==> src/verilog/hlcs_pkg.sv <==
// package for the link control/status register slice
// assumes one controller clock and a plain register port
package hlcs_pkg;

  // register byte offsets
  localparam logic [7:0] OFS_CFG_CTL = 8'h44;
  localparam logic [7:0] OFS_RATE_ERR = 8'h48;
  localparam logic [7:0] OFS_FEATURE = 8'h4c;
  localparam logic [7:0] OFS_IRQ_STAT = 8'h60;
  localparam logic [7:0] OFS_IRQ_MASK = 8'h64;

  // config/control word field positions
  localparam int CC_PHASE_DIS = 31;
  localparam int CC_WOUT_LSB = 28;
  localparam int CC_WIN_LSB = 24;
  localparam int CC_MAXW_OUT_LSB = 20;
  localparam int CC_MAXW_IN_LSB = 16;
  localparam int CC_TRISTATE = 13;
  localparam int CC_CHK_HI = 9;
  localparam int CC_CHK_LO = 8;
  localparam int CC_SHUTDOWN = 7;
  localparam int CC_CHAIN_END = 6;
  localparam int CC_INIT_DONE = 5;
  localparam int CC_LINK_FAIL = 4;
  localparam int CC_FLOOD_EN = 1;
  localparam int CC_UPPER_OFF = 0;

  // rate/error/version word field positions
  localparam int RE_FREQ_CAP_LSB = 16;
  localparam int RE_OVERFLOW = 13;
  localparam int RE_PROTO = 12;
  localparam int RE_RATE_LSB = 8;
  localparam int RE_VER_LSB = 0;

  // reset and constant values
  localparam logic [2:0] WIDTH_8 = 3'h0;
  localparam logic [2:0] WIDTH_16 = 3'h1;
  localparam logic [2:0] MAX_WIDTH = WIDTH_16;
  localparam logic TRISTATE_RST = 1'h1;
  localparam logic [15:0] FREQ_CAP_RST = 16'h0025;
  localparam logic [3:0] RATE_200 = 4'h0;
  localparam logic [3:0] RATE_400 = 4'h2;
  localparam logic [3:0] RATE_800 = 4'h5;
  localparam logic [31:0] FEATURE_VAL = 32'h00000002;

  // interrupt status/mask bit positions
  localparam int IRQ_CHK_LO = 0;
  localparam int IRQ_CHK_HI = 1;
  localparam int IRQ_OVERFLOW = 2;
  localparam int IRQ_PROTO = 3;
  localparam int IRQ_LINK_FAIL = 4;
  localparam int IRQ_BITS = 5;

  // status levels coming from the link side
  typedef struct packed {
    logic disconnect;
    logic chain_end;
    logic init_done;
    logic link_fail;
    logic chk_err_hi;
    logic chk_err_lo;
    logic overflow;
    logic proto_err;
  } hlcs_link_in_t;

  // controls handed to the phy and link logic
  typedef struct packed {
    logic lower_phy_off;
    logic upper_phy_shutdown;
    logic flood;
    logic [3:0] rate;
    logic [2:0] width_out;
    logic [2:0] width_in;
  } hlcs_link_out_t;

endpackage

==> src/verilog/hlcs_regs.sv <==
// link control/status register slice: config/control, rate/error,
// feature words, plus interrupt status and mask.
// assumes link status pins and the link clock are asynchronous to mclk;
// warm_rst comes from logic on mclk.
//
// Function
// - the receive maximum width field reads as 1, meaning 16 bits.
// - bit 13 resets to 1 and, when set, powers off the phy on disconnect.
// - bit 9 is set on a checksum error on the upper byte lane.
// - bit 8 is set on a checksum error on the lower byte lane.
// - bit 7 set powers off both lanes; clear enables the lower lane.
// - bit 0 powers off the upper lane when set and enables it when clear.
// - bits 6, 5 and 4 show chain end, init done and link failure.
// - with bit 1 set a checksum error floods the link, else never.
// - bits 31:16 read the supported frequency, 0x0025 at reset.
// - bit 13 of the rate word is set on a packet overflow.
// - bit 12 of the rate word is set on an unrecognised command.
// - the rate field codes 0000, 0010, 0101 for 200, 400, 800 MHz.
// - a rate written to bits 11:8 applies only at warm reset or disconnect.
// - the feature word reads constant, only bit 1 set.
// - link widths apply at warm reset or disconnect; cold reset gives max.
//
// The strobed register port was decided locally.
`timescale 1ns/1ps

module hlcs_regs #(
  parameter logic [7:0] VERSION_RST = 8'h01 // arbitrary value
) (
  // clock and reset
  input wire logic mclk,
  input wire logic rst,
  // warm reset request, same clock
  input wire logic warm_rst,
  // register port
  input wire logic [7:0] addr,
  input wire logic [31:0] wdata,
  input wire logic wr,
  input wire logic rd,
  output logic [31:0] rdata,
  // link side
  input wire logic link_clk,
  input wire hlcs_pkg::hlcs_link_in_t link_in,
  output hlcs_pkg::hlcs_link_out_t link_out,
  // interrupt
  output logic irq
);

  // sticky set/clear: a set in the clear cycle wins
  function automatic logic sticky(input logic cur, input logic set,
                                  input logic clr);
    sticky = set | (cur & ~clr);
  endfunction

  // write strobe for one offset
  function automatic logic hit(input logic [7:0] a, input logic [7:0] ofs,
                               input logic s);
    hit = s && (a == ofs);
  endfunction

  // two-flop synchronisers for link clock and status pins
  // the link clock is only sampled, never used as a clock, so its
  // edges are found a few mclk cycles late
  logic [8:0] sync1;
  logic [8:0] sync2;
  logic lclk_prev;
  always_ff @(posedge mclk) begin
    if (rst) begin
      sync1 <= 9'h000;
      sync2 <= 9'h000;
    end else begin
      sync1 <= {link_clk, link_in};
      sync2 <= sync1;
    end
  end

  hlcs_pkg::hlcs_link_in_t ls;
  logic lclk_s;
  assign lclk_s = sync2[8];
  assign ls = sync2[7:0];

  // link clock edge and disconnect edge detection
  // previous values reset to the idle pin levels, so no false edge
  // shows up right after reset
  logic disc_prev;
  logic lclk_rise;
  logic disc_rise;
  logic fail_prev;
  logic fail_rise;
  always_ff @(posedge mclk) begin
    if (rst) begin
      lclk_prev <= 1'b0;
      disc_prev <= 1'b0;
      fail_prev <= 1'b0;
    end else begin
      lclk_prev <= lclk_s;
      disc_prev <= ls.disconnect;
      fail_prev <= ls.link_fail;
    end
  end
  assign lclk_rise = lclk_s & ~lclk_prev;
  assign disc_rise = ls.disconnect & ~disc_prev;
  assign fail_rise = ls.link_fail & ~fail_prev;

  // error events are taken once per link clock rising edge
  // an error level held over several link clock edges counts again
  // at each edge, which is how a repeated error shows
  logic ev_hi;
  logic ev_lo;
  logic ev_ovf;
  logic ev_proto;
  assign ev_hi = lclk_rise & ls.chk_err_hi;
  assign ev_lo = lclk_rise & ls.chk_err_lo;
  assign ev_ovf = lclk_rise & ls.overflow;
  assign ev_proto = lclk_rise & ls.proto_err;

  // points where pending settings take effect
  // a disconnect counts once, on its synchronised rising edge
  logic apply;
  assign apply = warm_rst | disc_rise;

  // write decode
  // unmapped offsets decode to nothing, so writes there are lost
  logic wr_cc;
  logic wr_re;
  logic wr_st;
  logic wr_mk;
  assign wr_cc = hit(addr, hlcs_pkg::OFS_CFG_CTL, wr);
  assign wr_re = hit(addr, hlcs_pkg::OFS_RATE_ERR, wr);
  assign wr_st = hit(addr, hlcs_pkg::OFS_IRQ_STAT, wr);
  assign wr_mk = hit(addr, hlcs_pkg::OFS_IRQ_MASK, wr);

  // plain writable control bits
  // phase select disable does nothing inside this slice; it is only
  // stored and read back; link_out does not carry it
  logic phase_dis;
  logic tristate_en;
  logic shutdown;
  logic flood_en;
  logic upper_off;
  always_ff @(posedge mclk) begin
    if (rst) begin
      phase_dis <= 1'b0;
      tristate_en <= hlcs_pkg::TRISTATE_RST;
      shutdown <= 1'b0;
      flood_en <= 1'b0;
      upper_off <= 1'b0;
    end else if (wr_cc) begin
      phase_dis <= wdata[hlcs_pkg::CC_PHASE_DIS];
      tristate_en <= wdata[hlcs_pkg::CC_TRISTATE];
      shutdown <= wdata[hlcs_pkg::CC_SHUTDOWN];
      flood_en <= wdata[hlcs_pkg::CC_FLOOD_EN];
      upper_off <= wdata[hlcs_pkg::CC_UPPER_OFF];
    end
  end

  // width fields: written value waits for warm reset or disconnect
  // reads return the pending value, so software sees its write
  // before it reaches the link
  logic [2:0] wout_pend;
  logic [2:0] win_pend;
  logic [2:0] wout_act;
  logic [2:0] win_act;
  always_ff @(posedge mclk) begin
    if (rst) begin
      wout_pend <= hlcs_pkg::MAX_WIDTH;
      win_pend <= hlcs_pkg::MAX_WIDTH;
    end else if (wr_cc) begin
      wout_pend <= wdata[hlcs_pkg::CC_WOUT_LSB +: 3];
      win_pend <= wdata[hlcs_pkg::CC_WIN_LSB +: 3];
    end
  end

  // active widths move only at the apply point
  always_ff @(posedge mclk) begin
    if (rst) begin
      wout_act <= hlcs_pkg::MAX_WIDTH;
      win_act <= hlcs_pkg::MAX_WIDTH;
    end else if (apply) begin
      wout_act <= wout_pend;
      win_act <= win_pend;
    end
  end

  // checksum error flags: hardware sets, software may write
  // a written zero clears the flag unless a new error lands in the
  // same cycle, so an error is never lost
  logic chk_hi;
  logic chk_lo;
  always_ff @(posedge mclk) begin
    if (rst) begin
      chk_hi <= 1'b0;
      chk_lo <= 1'b0;
    end else begin
      // hardware set wins over a written zero
      chk_hi <= ev_hi | (wr_cc ? wdata[hlcs_pkg::CC_CHK_HI] : chk_hi);
      chk_lo <= ev_lo | (wr_cc ? wdata[hlcs_pkg::CC_CHK_LO] : chk_lo);
    end
  end

  // rate field: pending and active copies
  // version byte is writable, its reset value arbitrary
  logic [3:0] rate_pend;
  logic [3:0] rate_act;
  logic [7:0] version;
  always_ff @(posedge mclk) begin
    if (rst) begin
      rate_pend <= hlcs_pkg::RATE_200;
      version <= VERSION_RST;
    end else if (wr_re) begin
      rate_pend <= wdata[hlcs_pkg::RE_RATE_LSB +: 4];
      version <= wdata[hlcs_pkg::RE_VER_LSB +: 8];
    end
  end

  // the running rate changes only at warm reset or disconnect
  always_ff @(posedge mclk) begin
    if (rst) begin
      rate_act <= hlcs_pkg::RATE_200;
    end else if (apply) begin
      rate_act <= rate_pend;
    end
  end

  // overflow is read-only: held until a warm reset
  // software cannot clear it; only a warm or cold reset does
  logic overflow;
  always_ff @(posedge mclk) begin
    if (rst) begin
      overflow <= 1'b0;
    end else begin
      overflow <= sticky(overflow, ev_ovf, warm_rst);
    end
  end

  // protocol error: set by hardware, writable by software
  // like the checksum flags, a set in the write cycle wins
  logic proto;
  always_ff @(posedge mclk) begin
    if (rst) begin
      proto <= 1'b0;
    end else begin
      proto <= ev_proto | (wr_re ? wdata[hlcs_pkg::RE_PROTO] : proto);
    end
  end

  // interrupt status, write one to clear, set wins
  // link failure sets on its rising edge only, so a link that stays
  // down does not keep raising the interrupt after a clear
  logic [hlcs_pkg::IRQ_BITS-1:0] istat;
  logic [hlcs_pkg::IRQ_BITS-1:0] imask;
  logic [hlcs_pkg::IRQ_BITS-1:0] iev;
  logic [hlcs_pkg::IRQ_BITS-1:0] iclr;
  always_comb begin
    iev = '0;
    iev[hlcs_pkg::IRQ_CHK_LO] = ev_lo;
    iev[hlcs_pkg::IRQ_CHK_HI] = ev_hi;
    iev[hlcs_pkg::IRQ_OVERFLOW] = ev_ovf;
    iev[hlcs_pkg::IRQ_PROTO] = ev_proto;
    iev[hlcs_pkg::IRQ_LINK_FAIL] = fail_rise;
    iclr = wr_st ? wdata[hlcs_pkg::IRQ_BITS-1:0] : '0;
  end

  always_ff @(posedge mclk) begin
    if (rst) begin
      istat <= '0;
    end else begin
      for (int i = 0; i < hlcs_pkg::IRQ_BITS; i++) begin
        istat[i] <= sticky(istat[i], iev[i], iclr[i]);
      end
    end
  end

  // mask: a one lets the bit reach the interrupt line
  always_ff @(posedge mclk) begin
    if (rst) begin
      imask <= '0;
    end else if (wr_mk) begin
      imask <= wdata[hlcs_pkg::IRQ_BITS-1:0];
    end
  end

  // interrupt level, one cycle behind the status
  // registered so the pin comes straight from a flip-flop
  always_ff @(posedge mclk) begin
    if (rst) begin
      irq <= 1'b0;
    end else begin
      irq <= |(istat & imask);
    end
  end

  // phy controls; disconnect power-off only with tristate enabled
  // bits 7 and 0 act at once; the tristate bit acts only while the
  // synchronised disconnect level stands
  logic disc_off;
  assign disc_off = tristate_en & ls.disconnect;
  hlcs_pkg::hlcs_link_out_t next_out;
  always_comb begin
    next_out.lower_phy_off = shutdown | disc_off;
    // upper lane follows bit 0 unless everything is shut down
    next_out.upper_phy_shutdown = shutdown | upper_off | disc_off;
    // flooding only while enabled and a checksum error stands
    next_out.flood = flood_en & (chk_hi | chk_lo);
    next_out.rate = rate_act;
    next_out.width_out = wout_act;
    next_out.width_in = win_act;
  end

  // all phy and link controls leave through one register stage
  always_ff @(posedge mclk) begin
    if (rst) begin
      link_out <= '0;
    end else begin
      link_out <= next_out;
    end
  end

  // read images; unnamed bits stay zero
  logic [31:0] cc_img;
  logic [31:0] re_img;
  always_comb begin
    cc_img = 32'h00000000;
    cc_img[hlcs_pkg::CC_PHASE_DIS] = phase_dis;
    cc_img[hlcs_pkg::CC_WOUT_LSB +: 3] = wout_pend;
    cc_img[hlcs_pkg::CC_WIN_LSB +: 3] = win_pend;
    cc_img[hlcs_pkg::CC_MAXW_OUT_LSB +: 3] = hlcs_pkg::MAX_WIDTH;
    cc_img[hlcs_pkg::CC_MAXW_IN_LSB +: 3] = hlcs_pkg::MAX_WIDTH;
    cc_img[hlcs_pkg::CC_TRISTATE] = tristate_en;
    cc_img[hlcs_pkg::CC_CHK_HI] = chk_hi;
    cc_img[hlcs_pkg::CC_CHK_LO] = chk_lo;
    cc_img[hlcs_pkg::CC_SHUTDOWN] = shutdown;
    cc_img[hlcs_pkg::CC_CHAIN_END] = ls.chain_end;
    cc_img[hlcs_pkg::CC_INIT_DONE] = ls.init_done;
    cc_img[hlcs_pkg::CC_LINK_FAIL] = ls.link_fail;
    cc_img[hlcs_pkg::CC_FLOOD_EN] = flood_en;
    cc_img[hlcs_pkg::CC_UPPER_OFF] = upper_off;
  end

  always_comb begin
    re_img = 32'h00000000;
    re_img[hlcs_pkg::RE_FREQ_CAP_LSB +: 16] = hlcs_pkg::FREQ_CAP_RST;
    re_img[hlcs_pkg::RE_OVERFLOW] = overflow;
    re_img[hlcs_pkg::RE_PROTO] = proto;
    re_img[hlcs_pkg::RE_RATE_LSB +: 4] = rate_pend;
    re_img[hlcs_pkg::RE_VER_LSB +: 8] = version;
  end

  // read mux; unmapped offsets read zero
  // the strobe gates the mux, so rdata falls back to zero one cycle
  // after the read
  logic [31:0] next_rdata;
  always_comb begin
    next_rdata = 32'h00000000;
    if (rd) begin
      unique case (addr)
        hlcs_pkg::OFS_CFG_CTL: next_rdata = cc_img;
        hlcs_pkg::OFS_RATE_ERR: next_rdata = re_img;
        hlcs_pkg::OFS_FEATURE: next_rdata = hlcs_pkg::FEATURE_VAL;
        hlcs_pkg::OFS_IRQ_STAT: next_rdata = 32'(istat);
        hlcs_pkg::OFS_IRQ_MASK: next_rdata = 32'(imask);
        default: next_rdata = 32'h00000000;
      endcase
    end
  end

  // read data stands the cycle after the strobe only
  always_ff @(posedge mclk) begin
    if (rst) begin
      rdata <= 32'h00000000;
    end else begin
      rdata <= next_rdata;
    end
  end

endmodule

==> config.mk <==
export PLATFORM = sky130hd
export DESIGN_NAME = hlcs_regs
export DESIGN_NICKNAME = d
export VERILOG_FILES = /design/src/verilog/hlcs_pkg.sv /design/src/verilog/hlcs_regs.sv
export SDC_FILE = /design/constraint.sdc
export NUM_CORES = 1
export LEC_CHECK = 0
export ABC_AREA = 1
export ABC_CLOCK_PERIOD_IN_PS = 2950
export BUFFER_PORTS_ARGS = -buffer_cell sky130_fd_sc_hd__buf_4
export CAP_MARGIN = 20
export CORE_MARGIN = 2
export CORE_UTILIZATION = 56
export DETAILED_ROUTE_END_ITERATION = 10
export PLACE_DENSITY = 0.84
export SYNTH_ARGS = -nofsm -noshare
export SYNTH_HDL_FRONTEND = slang
export SYNTH_SLANG_ARGS = --single-unit
export TNS_END_PERCENT = 1
==> constraint.sdc <==
create_clock -name mclk -period 2.95 [get_ports mclk]
set_clock_uncertainty 0.1 [all_clocks]
set_input_delay 0.295 -clock mclk [delete_from_list [all_inputs] [get_ports mclk]]
set_output_delay 0.295 -clock mclk [all_outputs]
set_load 0.02 [all_outputs]
Word level (Yosys, flattened, before mapping) --
Index checks and enable logic that the tools add are counted.
Operators by class: equality and inequality tests 5, muxes and demuxes 5, bitwise operators 40, reduce and logical (&&, ||, !) cells 6
Operators by type and width (number):
- $pmux W32 S5 | 1
- $eq A8 B7 Y1 const B | 5
- $and A1 B1 Y1 | 15
- $or A1 B1 Y1 | 14
- $not A1 Y1 | 10
- $and A5 B5 Y5 | 1
- $mux W5 | 1
- $reduce_or A5 Y1 | 1
- $logic_and A1 B1 Y1 | 4
- $mux W1 | 3
- $reduce_or A2 Y1 | 1
Word-level totals: flip-flop bits (word level) 114, input port bits 54, output and inout port bits 46, word-level logic and storage cells 87

Depth between registers and ports, before layout --
word-level depth 6, gate-level depth with buffers 8

Worst setup path before layout --
No wires, ideal clock.
kind input-to-reg, start point in addr[5], end point reg wout_pend[1], setup time 0.119 ns, data arrival time 1.094 ns, data required time 2.731 ns, setup slack 1.637 ns, stages on the path 7, path buffers 1, path through inv_1 -> nand2_1 -> nor2_8 -> nand3_4 -> buf_2 -> o21ai_1 -> a21oi_1
On the way: cells in the longest elaborated chain, start to end 2
RTL lines:
- start, declared | line hlcs_regs.sv:35 | input wire logic [7:0] addr,
- $eq A8 B7 Y1 | line hlcs_regs.sv:57 | hit = s && (a == ofs);
- $logic_and A1 B1 Y1 | line hlcs_regs.sv:57
- end signal, assigned | line hlcs_regs.sv:165 | wout_pend <= hlcs_pkg::MAX_WIDTH;
- end signal, assigned | line hlcs_regs.sv:168 | wout_pend <= wdata[hlcs_pkg::CC_WOUT_LSB +: 3];
- end, declared | line hlcs_regs.sv:159 | logic [2:0] wout_pend;
No other way between the ends. A chain may end at the register's enable or synchronous reset.

==> flow_summary.yaml <==
sta:
  hold_viol: 0
  setup_tns_ps: 0
  slew_viol_final: 0
  layout_worst_path_cycle_share: 0.5461
  slew_headroom: 0.3233
  tightest_slew_ps: 1014
  finalSetupViolations: 0
  rsz0062_at_grt: "false"
  period_minus_slack_ps: 1611
  fin_ws_ps: 1339
  max_freq_mhz: 620.7
grt:
  grt_first_pass_wirelength_um: 12840
  grt_pass1_vias: 2863
  grt_use_total: 0.2219
  antenna_found_initial: 0
  grt_overflow_total: 0
  grt_max_degree: 46
logic_synthesis:
  synth_edf_count: 0
  synth_area_sq_um: 3752
  synthArstFlopShare: 0
  ys_ff_latch: 106
  avgSynthCellArea_sq_um: 8.302
  synthTopCellsByArea: "dfxtp_1 57%, inv_1 7.8%, a21oi_1 5.7%, nor2_1 5.6%, o21ai_0 5.6%"
  yosys-top-cells-count: "106 x dfxtp_1, 78 x inv_1, 56 x nor2_1, 46 x nand2_1, 43 x a21oi_1"
  synthDistinctLibCells: 26
  syn-instance-count: 452
  synth_warnings: 0
  yosysTopAreaCellShare: 0.5655
  ys.flop_type: "dfxtp_1"
  yosysSeqAreaShare: 0.5655
  synth_most_common_cell: "dfxtp_1"
  synth_top_area_cell: "dfxtp_1"
layout:
  drive_gt1_frac: 0.2128
  post-route-util: 0.7039
  syn_to_final_growth_pct: 20.47
  fillers: 498
  insertedDiodeCount: 0
  nets: 580
  stdcell_count: 608
cts:
  path_clk_slew_ps: 110
  cts_setup_buffers: 0
  clock-root-buffer: "clkbuf_8"
  clock_path_buffers: 2
  clock_sinks: 106
  cts-htree-levels: 3
  cts_tree: "built"
  ctsHoldBuffers: 0
  cts_resized: 0
  cts_buffers: 9
  clk_latency_ps: 370
setup_path:
  ff2ff_path_depth: 5
  crit_required_ps: 3160
  crit_type: "input port to register"
  crit_path_end_kind: "register"
  r2r_setup_slack_ps: 1530
  path_cells: "buf_4, inv_1, o21ai_0, a21oi_1"
  crit_arrival_ps: 1820
  r2r_start: "sync2[7]$_SDFF_PP0_"
  r2r_end: "rate_act[2]$_SDFFE_PP0P_"
  slowest_stage: "inv_1"
  startpoint_type: "input port"
  cp_top_family: "buffers and inverters"
  critPathBufInv: 2
  crit_path_max_fanout: 45
  slowest_delay_ps: 800
run_status:
  outcome: "finished with violations"
  violations: "design-rule violations"
power:
  p_int_uw: 1854
  static-leakage-power_uw: 0.002035
  seqPwrFrac: 0.595
  clock_power_share: 0.338
  p_sw_frac: 0.2504
  p_per_area_nw_per_um2: 547.0
  combinationalPowerShare: 0.067
  ir_worst_vdd_mv: 0.4446
  p_sw_uw: 619.1
  power_uw: 2473
die:
  io_pins: 100
  die_y_um: 85.86
  dieArea_sq_um: 7371
  core_area_sq_um: 6422
  rows: 29
  die_w_um: 85.86
  initial_utilization: 0.5843
hold_path:
  hold_end: "sync1[5]$_SDFF_PP0_"
  min_from: "link_in[5]"
  hold_depth: 3
  hold_class: "input port to register"
placed_design:
  post-place-ws_ps: 979.7
  hpwl_um: 5409
  port_buffers: 81
  gp_congestion: 0.8209
  placedCellCount: 591
drt:
  first_iter_violations: 384
  drc: 6
  dr_total_vias: 3073
  routed_via_density: 5.054
  wl_per_cell_um: 12.80
  dr.pass1.iters: 8
  wl_um: 7781
  ant_nets: 0
flow_run:
  maxCapViolations: 0
[final cells by class]
class | count | area (sq um) | share of cell area
Clock inverter | 6 | 55.05 | 0.01218
Sequential cell | 106 | 2122 | 0.4694
Clock buffer | 10 | 127.6 | 0.02823
Inverter | 79 | 296.5 | 0.06560
Multi-Input combinational cell | 248 | 1207 | 0.2671
Timing Repair Buffer | 82 | 615.6 | 0.1362
Tap cell | 77 | 96.34 | 0.02131
[placed cells by master (no fill, tap or decap), types with 3 or more instances in the layout]
| master | Yosys | final |
|---|---|---|
| a21oi_1 | 43 | 43 |
| buf_4 | 8 | 82 |
| clkbuf_8 | 0 | 9 |
| conb_1 | 1 | 7 |
| dfxtp_1 | 106 | 106 |
| inv_1 | 78 | 78 |
| inv_6 | 0 | 3 |
| nand2_1 | 46 | 46 |
| nand2_2 | 3 | 3 |
| nand3_1 | 23 | 23 |
| nand3_4 | 3 | 3 |
| nand4_1 | 4 | 4 |
| nor2_1 | 56 | 56 |
| nor2_2 | 3 | 3 |
| nor2_4 | 3 | 3 |
| o21ai_0 | 42 | 41 |
| o21ai_1 | 6 | 7 |
[registers in the layout, summed over array words and instances, names as in the netlist, 3 cells and up]
signal / flops
rate_act: 4
win_act: 3
sync2: 9
version: 8
wout_act: 3
rdata: 24
wout_pend: 3
sync1: 9
link_out: 13
win_pend: 3
istat: 5
rate_pend: 4
imask: 5
[logic make-up after synthesis]
logic type / share of synthesized area
simple gates: 0.1884
compound gates: 0.1264
buf+inv: 0.1187
other cells: 0.0009994
flops: 0.5655
[worst register-to-register path, stage by stage (launching register included)]
cell     delay (ps)
dfxtp_1         360
inv_1            60
o21ai_1         270
buf_4           270
o21ai_0         110
a21oi_1         180
[worst max-delay path by stage]
stage	from	end	slack (ps)	depth (start not counted)
CTS	sync2[7]$_SDFF_PP0_	wout_act[2]$_SDFFE_PP0P_	1070	4
detailed placement	rst	phase_dis$_SDFFE_PP0P_	980	4
floorplan	addr[5]	wout_pend[1]$_SDFFE_PP0P_	1640	7
global placement	rst	rate_act[3]$_SDFFE_PP0P_	1040	4
finish	rst	phase_dis$_SDFFE_PP0P_	1340	4
global route	rst	win_act[2]$_SDFFE_PP0P_	1140	4
[power by group through the flow]
stage | sequential (uW) | combinational (uW) | clock [uW]
3_3_place_gp | 1500 | 158 | 0
6_report | 1470 | 166 | 835
4_1_cts | 1470 | 165 | 844
3_5_place_dp | 1500 | 164 | 0
5_1_grt | 1470 | 185 | 900
2_1_floorplan | 1510 | 90.2 | 0
[through the flow]
| stage | hold WS [ps] | area [sq um] |
|---|---|---|
| 4_1_cts | 23.63 | 4513 |
| 3_3_place_gp | 289.9 | 4330 |
| 5_1_grt | 27.20 | 4521 |
| 3_5_place_dp | 292.4 | 4330 |
| 6_report | 25.63 | 4521 |
| 2_1_floorplan | 288.3 | 3775 |
[metal layers]
metal | part of all wire | GRT usage | up-vias
met3 | 0.069 | 0.04427 | 16
li1 | - | - | 1546
met4 | 0.021 | 0.09380 | 0
met5 | 0 | 0 | -
met1 | 0.42 | 0.2796 | 1392
met2 | 0.49 | 0.3722 | 119
(Power assumes the default switching activity.)
